<file path="src/lmm_pkg.sv">
// =====================================================================
// Shared constants for the literal / move / multiply execution block
// =====================================================================
`default_nettype none
package lmm_pkg;

    // =================================================================
    // Widths
    // =================================================================
    localparam int DATA_W = 8;      // Accumulator and file register width
    localparam int PROD_W = 16;     // Full unsigned product width
    localparam int ADDR_W = 12;     // Flat data space address width
    localparam int BANK_W = 4;      // Bank bits used from the bank select

    // =================================================================
    // Opcode fields, compared against the top bits of the word
    // =================================================================
    localparam logic [7:0] OPC_LOAD_BANK = 8'h01;   // Bits 15:8
    localparam logic [7:0] OPC_LOAD_ACC = 8'h0E;    // Bits 15:8
    localparam logic [7:0] OPC_MUL_LIT = 8'h0D;     // Bits 15:8
    localparam logic [6:0] OPC_MUL_FILE = 7'h01;    // Bits 15:9
    localparam logic [6:0] OPC_STORE_ACC = 7'h37;   // Bits 15:9

    // =================================================================
    // Field positions in the instruction word
    // =================================================================
    localparam int ACCESS_BIT = 8;  // Bank choice bit of file instructions
    localparam int LIT_LSB = 0;     // Literal / file address low bit

    // =================================================================
    // Access bank mapping
    // =================================================================
    localparam logic [7:0] ACCESS_SPLIT = 8'h80;    // Low half / high half
    localparam logic [3:0] ACCESS_LOW_BANK = 4'h0;  // Bank for low half
    localparam logic [3:0] ACCESS_HIGH_BANK = 4'hF; // Bank for high half

    // =================================================================
    // Reset values
    // =================================================================
    localparam logic [7:0] ACC_RST = 8'h00;
    localparam logic [7:0] BANK_RST = 8'h00;
    localparam logic [15:0] PROD_RST = 16'h0000;
    localparam logic [15:0] PROD_MAX = 16'hFE01;    // 255 x 255

endpackage : lmm_pkg
`default_nettype wire

</file>
<file path="src/lmm_mul_if.sv">
`timescale 1ns/1ps
`default_nettype none
// =====================================================================
// Link between the decoder and the multiply unit
// =====================================================================
interface lmm_mul_if;
    logic start;            // One-cycle launch pulse
    logic [7:0] op_a;       // Accumulator operand
    logic [7:0] op_b;       // Literal or file operand
    logic done;             // One-cycle result pulse
    logic [15:0] product;   // Held product pair

    // Decoder side
    modport requester (output start, output op_a, output op_b,
                       input done, input product);
    // Multiply unit side
    modport unit (input start, input op_a, input op_b,
                  output done, output product);
endinterface : lmm_mul_if
`default_nettype wire

</file>
<file path="src/lmm_exec.sv">
`timescale 1ns/1ps
`default_nettype none
// Function
// - Bank load writes literal, flags untouched
// - Accumulator load writes literal, flags untouched
// - Multiply literal: accumulator times literal, unsigned
// - Product stored high byte, low byte
// - Multiply keeps accumulator, no flag, no zero
// - Multiply file: accumulator times file, unsigned
// - No overflow or carry from multiply
// - Access bit zero: access bank; one: bank select
module lmm_exec (
    // Clock and reset
    input wire logic clk_sys,
    input wire logic rst_n,
    // Instruction stream
    input wire logic instr_valid,
    input wire logic [15:0] instr_word,
    output logic instr_ready,
    // Data memory port
    output logic [lmm_pkg::ADDR_W-1:0] mem_addr,
    output logic mem_rd_en,
    input wire logic [7:0] mem_rd_data,
    output logic mem_wr_en,
    output logic [7:0] mem_wr_data,
    // Architectural state
    output logic [7:0] accumulator,
    output logic [7:0] bank_select_register,
    output logic [7:0] product_high_byte,
    output logic [7:0] product_low_byte,
    output logic product_done
);

    // Sequencer states
    typedef enum logic [0:0] {
        LMM_IDLE,       // Taking instructions
        LMM_FETCH       // Waiting for file operand
    } lmm_state_t;

    lmm_state_t state_r;            // Current state
    lmm_state_t state_nxt;          // Next state
    logic [7:0] acc_r;              // Working register
    logic [7:0] bank_r;             // Bank select
    logic [11:0] addr_r;            // Memory address
    logic rd_en_r;                  // Read strobe
    logic wr_en_r;                  // Write strobe
    logic [7:0] wr_data_r;          // Write data
    logic start_r;                  // Multiply launch
    logic [7:0] op_b_r;             // Multiply second operand
    logic take;                     // Instruction accepted
    logic [7:0] lit_k;              // Literal / file field
    logic is_load_bank;             // Decoded bank load
    logic is_load_acc;              // Decoded accumulator load
    logic is_mul_lit;               // Decoded multiply literal
    logic is_mul_file;              // Decoded multiply file
    logic is_store_acc;             // Decoded store
    logic [11:0] file_addr;         // Resolved file address

    lmm_mul_if mul_link ();

    // =================================================================
    // Decode helpers
    // =================================================================
    // bank choice
    // Access bit low ignores the bank select entirely
    function automatic logic [11:0] resolve_addr(input logic access,
                                                 input logic [7:0] f,
                                                 input logic [7:0] bank);
        logic [3:0] b;
        b = bank[3:0];
        if (!access) begin
            b = (f < lmm_pkg::ACCESS_SPLIT) ? lmm_pkg::ACCESS_LOW_BANK
                                            : lmm_pkg::ACCESS_HIGH_BANK;
        end
        resolve_addr = {b, f};
    endfunction : resolve_addr

    assign lit_k = instr_word[lmm_pkg::LIT_LSB +: 8];
    assign take = instr_valid && instr_ready;
    // Operand fetch occupies one extra cycle, so stall the stream then
    assign instr_ready = (state_r == LMM_IDLE);
    assign is_load_bank = (instr_word[15:8] == lmm_pkg::OPC_LOAD_BANK);
    assign is_load_acc = (instr_word[15:8] == lmm_pkg::OPC_LOAD_ACC);
    assign is_mul_lit = (instr_word[15:8] == lmm_pkg::OPC_MUL_LIT);
    assign is_mul_file = (instr_word[15:9] == lmm_pkg::OPC_MUL_FILE);
    assign is_store_acc = (instr_word[15:9] == lmm_pkg::OPC_STORE_ACC);
    assign file_addr = resolve_addr(instr_word[lmm_pkg::ACCESS_BIT], lit_k, bank_r);

    // =================================================================
    // Sequencer
    // =================================================================
    always_comb begin
        state_nxt = state_r;
        case (state_r)
            // File multiply waits one cycle for the operand
            LMM_IDLE: begin
                if (take && is_mul_file) begin
                    state_nxt = LMM_FETCH;
                end
            end
            LMM_FETCH: begin
                state_nxt = LMM_IDLE;
            end
            default: begin
                state_nxt = LMM_IDLE;
            end
        endcase
    end

    always_ff @(posedge clk_sys or negedge rst_n) begin
        if (!rst_n) begin
            state_r <= LMM_IDLE;
        end else begin
            state_r <= state_nxt;
        end
    end

    // =================================================================
    // Architectural registers
    // =================================================================
    // bank literal load
    always_ff @(posedge clk_sys or negedge rst_n) begin
        if (!rst_n) begin
            bank_r <= lmm_pkg::BANK_RST;
        end else if (take && is_load_bank) begin
            bank_r <= lit_k;
        end
    end

    // multiply leaves accumulator
    // Only the literal load writes here; multiplies never do
    always_ff @(posedge clk_sys or negedge rst_n) begin
        if (!rst_n) begin
            acc_r <= lmm_pkg::ACC_RST;
        end else if (take && is_load_acc) begin
            acc_r <= lit_k;
        end
    end

    // =================================================================
    // Data memory port
    // =================================================================
    // store accumulator to file
    always_ff @(posedge clk_sys or negedge rst_n) begin
        if (!rst_n) begin
            addr_r <= 12'h000;
            rd_en_r <= 1'b0;
            wr_en_r <= 1'b0;
            wr_data_r <= 8'h00;
        end else begin
            rd_en_r <= take && is_mul_file;
            wr_en_r <= take && is_store_acc;
            // Address held until the next file access
            if (take && (is_mul_file || is_store_acc)) begin
                addr_r <= file_addr;
            end
            if (take && is_store_acc) begin
                wr_data_r <= acc_r;
            end
        end
    end

    // =================================================================
    // Multiply launch
    // =================================================================
    // literal multiply launch
    always_ff @(posedge clk_sys or negedge rst_n) begin
        if (!rst_n) begin
            start_r <= 1'b0;
            op_b_r <= 8'h00;
        end else begin
            start_r <= (take && is_mul_lit) || (state_r == LMM_FETCH);
            if (take && is_mul_lit) begin
                op_b_r <= lit_k;
            end else if (state_r == LMM_FETCH) begin
                op_b_r <= mem_rd_data;
            end
        end
    end

    assign mul_link.start = start_r;
    assign mul_link.op_b = op_b_r;
    // Accumulator cannot change between launch and use; a load taken while start is high lands on the same edge as the product
    assign mul_link.op_a = acc_r;

    lmm_mult u_mult (
        .clk_sys(clk_sys),
        .rst_n(rst_n),
        .mul(mul_link.unit)
    );

    // =================================================================
    // Outputs
    // =================================================================
    assign mem_addr = addr_r;
    assign mem_rd_en = rd_en_r;
    assign mem_wr_en = wr_en_r;
    assign mem_wr_data = wr_data_r;
    assign accumulator = acc_r;
    assign bank_select_register = bank_r;
    assign product_high_byte = mul_link.product[15:8];
    assign product_low_byte = mul_link.product[7:0];
    assign product_done = mul_link.done;

    // =================================================================
    // Checks
    // =================================================================
    bank_load_a: assert property (
        @(posedge clk_sys) disable iff (!rst_n)
        take && is_load_bank |=> bank_r == $past(lit_k))
        else $error("bank select not loaded from literal");

    acc_load_a: assert property (
        @(posedge clk_sys) disable iff (!rst_n)
        take && is_load_acc |=> acc_r == $past(lit_k))
        else $error("accumulator not loaded from literal");

    mul_lit_a: assert property (
        @(posedge clk_sys) disable iff (!rst_n)
        take && is_mul_lit |-> ##2 product_done &&
            {product_high_byte, product_low_byte} ==
            16'($past(acc_r, 2)) * 16'($past(lit_k, 2)))
        else $error("literal multiply gave the wrong product");

    mul_keeps_acc_a: assert property (
        @(posedge clk_sys) disable iff (!rst_n)
        take && (is_mul_lit || is_mul_file) |=> $stable(acc_r))
        else $error("multiply altered the accumulator");

    mul_file_a: assert property (
        @(posedge clk_sys) disable iff (!rst_n)
        state_r == LMM_FETCH |-> ##2 product_done &&
            {product_high_byte, product_low_byte} ==
            16'($past(acc_r, 2)) * 16'($past(mem_rd_data, 2)))
        else $error("file multiply gave the wrong product");

    access_bank_a: assert property (
        @(posedge clk_sys) disable iff (!rst_n)
        take && is_store_acc && !instr_word[lmm_pkg::ACCESS_BIT] |=>
            mem_addr[11:8] == ($past(lit_k) < lmm_pkg::ACCESS_SPLIT ?
            lmm_pkg::ACCESS_LOW_BANK : lmm_pkg::ACCESS_HIGH_BANK))
        else $error("access bank not selected");

    banked_a: assert property (
        @(posedge clk_sys) disable iff (!rst_n)
        take && is_mul_file && instr_word[lmm_pkg::ACCESS_BIT] |=>
            mem_rd_en && mem_addr == {$past(bank_r[3:0]), $past(lit_k)})
        else $error("bank select not used for banked access");

    store_acc_a: assert property (
        @(posedge clk_sys) disable iff (!rst_n)
        take && is_store_acc |=> mem_wr_en && mem_wr_data == $past(acc_r)
            ##1 !mem_wr_en || $past(take && is_store_acc))
        else $error("store did not write the accumulator");

endmodule : lmm_exec
`default_nettype wire

</file>
<file path="src/lmm_mult.sv">
`timescale 1ns/1ps
`default_nettype none
// =====================================================================
// Unsigned 8x8 multiplier holding the product register pair
// =====================================================================
module lmm_mult (
    // Clock and reset
    input wire logic clk_sys,
    input wire logic rst_n,
    // Decoder link
    lmm_mul_if.unit mul
);

    // Product pair, high byte on top
    logic [15:0] prod_r;
    // Result strobe
    logic done_r;

    // =================================================================
    // Product pair update
    // =================================================================
    // product pair split
    // Whole product lands at once, so no half-written pair is visible
    always_ff @(posedge clk_sys or negedge rst_n) begin
        if (!rst_n) begin
            prod_r <= lmm_pkg::PROD_RST;
        end else if (mul.start) begin
            // no carry, no overflow
            // Full width kept; no carry or overflow exists
            prod_r <= 16'(mul.op_a) * 16'(mul.op_b);
        end
    end

    // Result strobe one cycle after launch
    always_ff @(posedge clk_sys or negedge rst_n) begin
        if (!rst_n) begin
            done_r <= 1'b0;
        end else begin
            done_r <= mul.start;
        end
    end

    assign mul.product = prod_r;
    assign mul.done = done_r;

    // =================================================================
    // Checks
    // =================================================================
    prod_split_a: assert property (
        @(posedge clk_sys) disable iff (!rst_n)
        mul.done |-> prod_r == 16'($past(mul.op_a)) * 16'($past(mul.op_b)))
        else $error("product pair does not hold the launched product");

    prod_range_a: assert property (
        @(posedge clk_sys) disable iff (!rst_n)
        prod_r <= lmm_pkg::PROD_MAX)
        else $error("product exceeds the largest 8x8 result");

endmodule : lmm_mult
`default_nettype wire

</file>
<file path="config.mk">
export PLATFORM = sky130hd
export DESIGN_NAME = lmm_exec
export DESIGN_NICKNAME = d
export VERILOG_FILES = /design/src/lmm_pkg.sv /design/src/lmm_mul_if.sv /design/src/lmm_exec.sv /design/src/lmm_mult.sv
export SDC_FILE = /design/constraint.sdc
export NUM_CORES = 1
export LEC_CHECK = 0
export BUFFER_PORTS_ARGS = -buffer_cell sky130_fd_sc_hd__buf_4
export CAP_MARGIN = 5
export CELL_PAD_IN_SITES_DETAIL_PLACEMENT = 0
export CELL_PAD_IN_SITES_GLOBAL_PLACEMENT = 1
export CORE_MARGIN = 2
export CORE_UTILIZATION = 49
export CTS_BUF_LIST = sky130_fd_sc_hd__clkbuf_4 sky130_fd_sc_hd__clkbuf_8
export CTS_CLUSTER_DIAMETER = 30
export CTS_CLUSTER_SIZE = 25
export DETAILED_ROUTE_END_ITERATION = 6
export PLACE_DENSITY_LB_ADDON = 0.05
export SYNTH_ARGS = -nofsm -noshare
export SYNTH_HDL_FRONTEND = slang
export SYNTH_SLANG_ARGS = --single-unit
</file>
<file path="constraint.sdc">
create_clock -name clk_sys -period 6.6 [get_ports clk_sys]
set_input_delay 1.98 -clock clk_sys [delete_from_list [all_inputs] [get_ports clk_sys]]
set_output_delay 1.98 -clock clk_sys [all_outputs]
set_load 0.005 [all_outputs]
</file>
==> results of run 1 <==
## synth_stat cells, drive strengths merged, types with 8 or more instances
cell and number:
dfrtp 65, nand2 54, inv 51, and2 49
fa 36, ha 36, mux2 35, a21oi 16
a21o 11, clkbuf 11, o21ai 10, a22o 8
xnor2 8
## cell type report
cell class	count	area, µm²	area share (%)
multi-input combinational	302	2740	49.87
sequential	65	1627	29.61
timing repair buffer	82	615.6	11.20
inverter	52	195.2	3.553
tap	111	138.9	2.528
clock buffer	9	123.9	2.255
clock inverter	7	53.80	0.9793
## critical path, stage by stage, from the launching register on
cell and delay (ps):
dfrtp_1 550, and2_1 240, fa_1 560, fa_1 440, fa_1 540, inv_1 50
fa_1 520, inv_1 40, ha_1 340, a21oi_1 260, o211ai_1 210, a31oi_1 250
xnor2_1 90, mux2_2 260
## through the flow
stage | setup slack [ps] | std cells | hold slack, ps
CTS | 2136 | 628 | 489.6
floorplan | 2390 | 431 | 351.9
finish | 2127 | 628 | 486.2
global placement | 2149 | 612 | 461.7
global route | 1930 | 628 | 509.0
detailed placement | 2115 | 612 | 469.2
## power groups by stage
| stage | combinational (W) | clock [W] | sequential (W) |
|---|---|---|---|
| floorplan | 0.0000511 | 0 | 0.000443 |
| global placement | 0.000102 | 0 | 0.000454 |
| detailed placement | 0.000104 | 0 | 0.000456 |
| CTS | 0.000105 | 0.000323 | 0.000448 |
| global route | 0.000116 | 0.000334 | 0.000451 |
| finish | 0.000102 | 0.000312 | 0.000447 |
## worst paths after layout
kind	from	to	slack (ps)	cells after the start
min in group asynchronous	rst_n	u_mult.mul.product[13]	1720	1
min	mem_wr_data[2]	mem_wr_data[2]	490	2
max reg2reg	accumulator[5]	u_mult.mul.product[12]	2130	13
max	accumulator[5]	u_mult.mul.product[12]	2130	13
max in group asynchronous	rst_n	accumulator[1]	4320	1
min reg2reg	mem_wr_data[2]	mem_wr_data[2]	490	2
## registers in the layout (all words and copies together), names as in the netlist
signal	flops
accumulator	8
bank_select_register	8
mem_addr	12
mem_rd_en	1
mem_wr_data	8
mem_wr_en	1
mul_link.op_b	8
mul_link.start	1
state_r	1
u_mult.mul.done	1
u_mult.mul.product	16
## cell families (layout without fill, tap and decap cells)
| logic type | count (synthesis) | count (layout) |
|---|---|---|
| compound gates | 57 | 57 |
| fa+ha+maj | 72 | 72 |
| xor+xnor | 9 | 9 |
| flops | 65 | 65 |
| mux | 35 | 35 |
| buf+inv | 64 | 150 |
| simple gates | 129 | 129 |
## layout by cell type, fill, tap and decap left out, drive strengths merged, types with 8 or more instances in the layout
cell / synthesis / layout
a21o: 11 / 11
dfrtp: 65 / 65
buf: 1 / 82
fa: 36 / 36
a21oi: 16 / 16
and2: 49 / 49
inv: 51 / 53
nand2: 54 / 54
mux2: 35 / 35
ha: 36 / 36
clkbuf: 11 / 9
o21ai: 10 / 10
a22o: 8 / 8
xnor2: 8 / 8
## metal layers
| layer | wire (µm) | part of all wire, % | global-route usage [%] | vias up |
|---|---|---|---|---|
| li1 | - | - | - | 1583 |
| met5 | 0 | 0 | 0 | - |
| met4 | 81 | 0.84 | 5.405 | 0 |
| met1 | 4389 | 45 | 26.58 | 1617 |
| met2 | 4755 | 49 | 36.92 | 76 |
| met3 | 464 | 4.8 | 4.022 | 8 |
==> flow_summary.toml, run 1 <==
[pwr]
power.share.switching_pct = 28.86
pwr-share-seq_pct = 51.9
p_per_area_nw_per_um2 = 156.9
intPower_w = 0.0006131
p_leak_nw = 3.055
finalPower_w = 0.0008619
p_comb_share_pct = 11.9
netSwitchingPower_w = 0.0002488
ir_worst_vdd_mv = 0.1088
clkPwrFrac_pct = 36.2

[routing]
routed_wl_um = 9691
vias_per_cell = 5.229
drc = 0
firstDrtPassIters = 4
first_iter_violations = 91
vias = 3284
ant_nets = 0
wl_per_cell_um = 15.43

[floorplanning]
core_um2 = 9196
std_cell_rows = 35
ioPinCount = 83
dieArea_um2 = 10200
start_util_pct = 50.11
chipWidth_um = 101.0
die-height_um = 101.0

[clock_network]
cts_root_buf = "clkbuf_8"
tritoncts = "built"
cts.htree.levels = 3
path_clk_slew_ps = 80
post_cts_resized = 0
clockBufferDepth = 2
post_cts_buffers = 0
clock_latency_ps = 340
clock-sinks = 65
ctsHoldBuffers = 0
cts_buffers = 9

[yosys]
ys.flop_type = "dfrtp_1"
synth_nets = 530
syn_inst = 431
async_flop_share_pct = 100.0
synth_top_area_share_pct = 35.30
synth_seq_cells = 65
synth_edf_count = 0
synthAdderAreaFrac_pct = 25.41
yosys_warnings = 0
ys_seq_area_share_pct = 35.30
synth_area_per_cell_um2 = 10.69
synthMuxAreaShare_pct = 8.553
netlist_area_um2 = 4608
synth_compound_area_share_pct = 8.417
yosys-top-cells-area = "dfrtp_1, fa_1, ha_1"
ys_types = 40
synth_top_family_by_area = "adder cells"
synth_top_area_cell = "dfrtp_1"
synthSimpleGateAreaFrac_pct = 15.37
synthXorXnorAreaFrac_pct = 1.711

[cells_and_area]
drive_above_1_share_pct = 27.47
area_growth_pct = 19.22
fin_area_um2 = 5494
fillers = 837
nets = 611
fin_util_pct = 59.74
antenna_cells = 0

[timing]
fmax_mhz = 223.6
final.min_clock_period_ps = 4473
hold_viol = 0
clock_skew_ps = 10.30
min_period_over_period_pct = 67.77
worst_slew_pin_slew_ps = 818.7
relSlewSlack_pct = 45.42
setup_tns_ps = 0
grt_setup_unrepaired = "false"
drv_slew = 0
setup_viol = 0

[critical_path]
critPathKind = "reg2reg"
worstPathArrival_ps = 4700
start_kind = "register"
required_ps = 6830
crit_fanout = 11
end_kind = "register"

[placement]
port_buffers = 82
dp_hpwl_um = 7356
place_congestion = 0.7390
placed_cell_area_um2 = 5316

[outcome]
status = "complete, no violations"

[global_route]
grt_antenna_before_repair = 0
grt_util_all_layers_pct = 20.99
grt_pass1_wl_um = 16810
grt_max_degree = 66
overflow = 0
grt_pass1_vias = 3468

[job]
maxCapViolCount = 0

[worst_hold_path]
hold_class = "reg2reg"
No activity file was read; power rests on OpenSTA's default activity.
==> inputs of run 2 (changes only) <==
- ABC_AREA: unset -> 1
- CORE_UTILIZATION: 49 -> 39
- clock period: 6.6 -> 3.85 ns (I/O delays scaled with it)
==> flow_summary.toml, run 2 <==
[routing]
vias_per_cell = 4.645
first_iter_violations = 204
vias = 4297
wl_per_cell_um = 13.46
routed_wl_um = 12450
firstDrtPassIters = 5
ant_nets = 0
drc = 0

[pwr]
p_per_area_nw_per_um2 = 242.4
p_leak_nw = 3.989
intPower_w = 0.001088
pwr-share-seq_pct = 48.7
power.share.switching_pct = 29.76
netSwitchingPower_w = 0.0004608
ir_worst_vdd_mv = 0.1150
p_comb_share_pct = 17.4
clkPwrFrac_pct = 33.9

[yosys]
synth_top_area_cell = "dfrtp_1"
synth_compound_area_share_pct = 5.547
synth.most_common_cell = "nand2_1"
synth_top_area_share_pct = 32.19
synth_top_family_by_area = "simple AND/OR/NAND/NOR gates"
synthXorXnorAreaFrac_pct = 0.5201
synthMuxAreaShare_pct = 0
async_flop_share_pct = 100.0
ys_seq_area_share_pct = 32.19
synthAdderAreaFrac_pct = 23.18
ys_types = 33
netlist_area_um2 = 5052
synth_nets = 746
syn_inst = 647
yosys_warnings = 0
ys.flop_type = "dfrtp_1"
synthSimpleGateAreaFrac_pct = 25.33
yosys-top-cells-area = "dfrtp_1, nand2_1, fa_1"
synth_seq_cells = 65
synth_area_per_cell_um2 = 7.809
synth_edf_count = 0
synth.top_cells.by_count = "nand2_1, inv_1, dfrtp_1"

[clock_network]
cts_buffers = 9
ctsHoldBuffers = 0
cts.htree.levels = 3
tritoncts = "built"
clock_latency_ps = 360
cts_root_buf = "clkbuf_8"
clockBufferDepth = 2
clock-sinks = 65
path_clk_slew_ps = 80

[placement]
place_congestion = 0.8681
placed_cell_area_um2 = 5962
dp_hpwl_um = 9635
port_buffers = 82
post-place-cells = 903
pre_cts_slack_ps = -75.50

[cells_and_area]
final_cell_mix = "nand2_1, inv_1, buf_4"
nets = 848
fillers = 1308
fin_cells = 925
fin_area_um2 = 6387
area_growth_pct = 26.42
largest_reg_flops = 16
final_common_cell = "nand2_1"
drive_above_1_share_pct = 28.02
fin_util_pct = 50.61
antenna_cells = 0

[timing]
setup_tns_ps = 0
fmax_mhz = 269.1
hold_viol = 0
clock_skew_ps = 12.18
grt_setup_unrepaired = "true"
final.min_clock_period_ps = 3716
drv_slew = 0
min_period_over_period_pct = 96.53
finalWorstSetupSlack_ps = 133.8
relSlewSlack_pct = 43.64
setup_viol = 0
worst_slew_pin_slew_ps = 845.4

[critical_path]
critPathSlowestCell = "fa_1"
end_kind = "register"
start_kind = "register"
critPathMaxStageDelay_ps = 540
worstPathArrival_ps = 3970
required_ps = 4110
crit_top_cell = "fa_1"
crit_fanout = 4
crit_chain = "nand2_1, inv_2, fa_1, fa_1, fa_1, inv_2, fa_1, inv_2, ha_4, nand2_4, nor2_4, and2_1, nand2_1, nand3_1, nand2_1, nand3_2, nand2_2"
critPathKind = "reg2reg"

[floorplanning]
core_um2 = 12620
start_util_pct = 40.04
chipWidth_um = 117.8
die-height_um = 117.8
ioPinCount = 83
dieArea_um2 = 13880
std_cell_rows = 41

[global_route]
grt_util_all_layers_pct = 19.48
grt_max_degree = 66
grt_pass1_wl_um = 21690
grt_pass1_vias = 4514
overflow = 0
grt_antenna_before_repair = 0

[outcome]
status = "complete, no violations"

[worst_hold_path]
hold_class = "reg2reg"

[job]
maxCapViolCount = 0
-- run 2: cell types whose count changed in the layout (fill, tap and decap cells not counted), sizes merged, moves of 4 or more --
cell,delta
nand3,+34
xnor2,-5
buf,+36
nand2,+181
a21oi,-9
o211ai,+4
a22o,-8
nor2,+9
inv,+87
a21o,-11
mux2,-35
nand4,+5
and2,-48
o21ai,+13
-- run 2: path summary, 6_finish.rpt --
check / from / cells after the start / end / slack (ps)
worst max-delay path: mul_link.op_b[2] / 17 / u_mult.mul.product[15] / 130
worst min-delay path: u_mult.mul.product[1] / 2 / u_mult.mul.product[1] / 470
worst max register to register: mul_link.op_b[2] / 17 / u_mult.mul.product[15] / 130
worst min register to register: u_mult.mul.product[1] / 2 / u_mult.mul.product[1] / 470
max in group asynchronous: rst_n / 1 / mul_link.op_b[3] / 2360
min in group asynchronous: rst_n / 1 / mem_rd_en / 900
-- run 2: worst max-delay path, delay by kind of cell (launching register included) --
| family | cells | cell delay [ps] |
|---|---|---|
| flip-flops | 1 | 420 |
| adder cells (fa/ha/maj) | 5 | 2350 |
| buffers and inverters | 3 | 130 |
| AND/OR/NAND/NOR | 9 | 710 |
-- run 2: final cells by class --
class	instances	area, µm²	share of cell area (%)
multi-input combinational	414	2952	46.21
sequential	65	1629	25.50
timing repair buffer	118	897.1	14.05
inverter	141	529.3	8.286
tap	172	215.2	3.369
clock buffer	10	131.4	2.057
clock inverter	5	33.78	0.5289
-- run 2: cells by family after synthesis --
logic type / Yosys count
fa+ha+maj: 72
simple gates: 301
buf+inv: 168
flops: 65
compound gates: 38
xor+xnor: 3
-- run 2: metal layers --
| metal | vias to the layer above | global-route usage (%) | routed length [µm] |
|---|---|---|---|
| met3 | 14 | 2.810 | 426 |
| li1 | 2126 | - | - |
| met4 | 0 | 7.455 | 208 |
| met5 | - | 0 | 0 |
| met2 | 80 | 31.00 | 5757 |
| met1 | 2077 | 26.94 | 6055 |
-- run 2: repair_timing --
item | in CTS | in global routing
buffers inserted | 2 | 5
pin swaps | 1 | 34
gates resized for setup | 10 | 49
setup endpoints to repair | 6 | 10
-- run 2: power groups by stage --
stage / clock network, W / logic [W] / registers (W)
4_1_cts: 0.000539 / 0.000260 / 0.000754
3_5_place_dp: 0 / 0.000250 / 0.000767
3_3_place_gp: 0 / 0.000249 / 0.000765
5_1_grt: 0.000564 / 0.000301 / 0.000760
6_report: 0.000525 / 0.000269 / 0.000755
2_1_floorplan: 0 / 0.000125 / 0.000749
-- run 2: through the flow --
stage | power (W) | hold slack, ps
2_1_floorplan | 0.0008740 | 392.5
3_3_place_gp | 0.001014 | 457.3
3_5_place_dp | 0.001017 | 461.8
4_1_cts | 0.001553 | 480.0
5_1_grt | 0.001625 | 506.3
6_report | 0.001548 | 473.2
==> inputs of run 3 (changes only) <==
- SYNTH_HIERARCHICAL: unset -> 1
==> flow_summary.toml, run 3 <==
[cells_and_area]
final_common_cell = "nand2_1"
fin_cells = 988
area_growth_pct = 26.73
fillers = 1376
drive_above_1_share_pct = 28.69
largest_reg_flops = 16
fin_area_um2 = 6691
nets = 906
final_cell_mix = "nand2_1, inv_1, buf_4"
antenna_cells = 0

[yosys]
synth.top_cells.by_count = "nand2_1, inv_1, dfrtp_1"
yosys_warnings = 6
syn_inst = 695
synth_top_area_share_pct = 30.81
synth.most_common_cell = "nand2_1"
netlist_area_um2 = 5280
async_flop_share_pct = 100.0
ys_types = 32
synth_area_per_cell_um2 = 7.597
synth_top_area_cell = "dfrtp_1"
synth_edf_count = 0
yosys-top-cells-area = "dfrtp_1, nand2_1, fa_1"
ys_seq_area_share_pct = 30.81
synth_seq_cells = 65
synth_nets = 794
ys.flop_type = "dfrtp_1"

[floorplanning]
ioPinCount = 83
start_util_pct = 39.87
std_cell_rows = 42
dieArea_um2 = 14490
chipWidth_um = 120.4
die-height_um = 120.4
core_um2 = 13240

[critical_path]
critPathSlowestCell = "fa_1"
critPathMaxStageDelay_ps = 550
r2r_cells = 19
crit_chain = "buf_6, nand2_2, fa_1, fa_1, inv_1, fa_1, inv_2, fa_1, inv_2, ha_4, nand2_2, nand2_2, nand2_1, nand2_1, inv_1, nand2_2, a21oi_2, o21ai_1, nand2_1"
end_kind = "register"
worstPathArrival_ps = 4070
path_buf_inv = 5
regToRegStartpoint = "accumulator[1]"
reg2reg_slack_ps = 50
start_kind = "register"
r2r_end = "u_mult/mul.product[10]"
crit_family = "adder cells"
critPathKind = "reg2reg"
required_ps = 4110
crit_fanout = 4

[clock_network]
cts.htree.levels = 3
clock_latency_ps = 370
cts_root_buf = "clkbuf_8"
clock-sinks = 65
ctsHoldBuffers = 0
clockBufferDepth = 2
path_clk_slew_ps = 80
cts_buffers = 9
tritoncts = "built"

[routing]
ant_nets = 0
first_iter_violations = 201
vias_per_cell = 4.558
wl_per_cell_um = 14.12
wl_met2_um = 6944
drc = 0
routed_wl_um = 13950
firstDrtPassIters = 4
route.met3.wl_um = 650
maxUsedRoutingLayer = "met4"
vias = 4503
wl_met1_um = 6105

[placement]
port_buffers = 82
place_congestion = 0.8453
post-place-cells = 957
dp_hpwl_um = 10840
placed_cell_area_um2 = 6218

[timing]
clock_skew_ps = 12.70
setup_viol = 0
relSlewSlack_pct = 41.83
min_period_over_period_pct = 98.82
worst_slew_pin_slew_ps = 872.5
grt_setup_unrepaired = "true"
drv_slew = 0
hold_viol = 0
final.min_clock_period_ps = 3805
setup_tns_ps = 0
fmax_mhz = 262.8

[global_route]
overflow = 0
grt_antenna_before_repair = 0
grt_max_degree = 66
grt_util_all_layers_pct = 20.70
grt_pass1_vias = 4588
grt_pass1_wl_um = 23190

[worst_hold_path]
whs_path_depth = 2
hp-start = "u_mult/mul.product[3]"
hold_class = "reg2reg"
hold_end = "u_mult/mul.product[3]"

[pwr]
ir_worst_vdd_mv = 0.1462
finalPower_w = 0.001697
p_per_area_nw_per_um2 = 253.6
p_leak_nw = 4.219

[job]
maxCapViolCount = 0

[outcome]
status = "complete, no violations"
## run 3: cell count changes after synthesis, moves of 5 or more
cell / delta
nand2_1: +31
nand4_1: +8
nor2_1: -5
o211ai_2: -8
inv_1: +5
o21ai_0: -6
nand2_2: +6
nand3_1: +8
## run 3: cell families after synthesis
family          after synthesis  share of synthesized area [%]
compound gates               22                          2.654
flops                        65                          30.81
fa+ha+maj                    72                          22.18
buf+inv                     177                          13.63
xor+xnor                      3                         0.4977
simple gates                356                          30.24
## run 3: worst register-to-register path: stages, from the launching register on
cell,delay [ps]
dfrtp_2,470
buf_6,150
nand2_2,50
fa_1,450
fa_1,550
inv_1,50
fa_1,490
inv_2,40
fa_1,510
inv_2,50
ha_4,300
nand2_2,60
nand2_2,80
nand2_1,50
nand2_1,70
inv_1,50
nand2_2,70
a21oi_2,50
o21ai_1,100
nand2_1,60
## run 3: routing by layer
metal / track usage, % / vias up
li1: - / 2284
met1: 26.55 / 2121
met2: 35.51 / 80
met3: 4.340 / 18
met4: 5.596 / 0
met5: 0 / -
## run 3: area by class of cell
type                       count  area (µm²)  area share [%]
clock inverter                 7       80.08           1.197
inverter                     148       559.3           8.358
clock buffer                   9       123.9           1.851
multi-input combinational    453        3087           46.13
tap                          176       220.2           3.291
timing repair buffer         130       983.4           14.70
sequential                    65        1638           24.48
## run 3: report_power, final
group / switching (W) / total [W] / internal (W)
logic: 0.000163 / 0.000327 / 0.000164
clock network: 0.000300 / 0.000605 / 0.000305
registers: 0.0000440 / 0.000766 / 0.000721
## run 3: worst max path at each step
stage	cells after the start	slack [ps]	from	to
after floorplan	17	30	accumulator[6]	u_mult/mul.product[10]
after global placement	16	-140	accumulator[3]	u_mult/mul.product[10]
after detailed placement	16	-110	accumulator[3]	u_mult/mul.product[10]
after CTS	20	-30	accumulator[5]	u_mult/mul.product[10]
after global routing	20	-110	accumulator[3]	u_mult/mul.product[10]
final	19	50	accumulator[1]	u_mult/mul.product[10]
## run 3: timing repair
action,CTS,global route
pin swaps,5,27
setup buffers,8,7
setup endpoints to repair,8,9
gates resized for setup,15,42
gates cloned,0,0
endpoints found under the hold margin,0,0
## run 3: stage by stage
step | setup slack, ps | hold slack (ps) | util, %
2_1_floorplan | 26.62 | 389.6 | -
3_3_place_gp | -142.6 | 463.3 | 46.96
3_5_place_dp | -112.2 | 465.1 | 46.96
4_1_cts | -30.35 | 488.9 | 49.30
5_1_grt | -114.2 | 504.7 | 50.53
6_report | 45.29 | 482.6 | 50.53
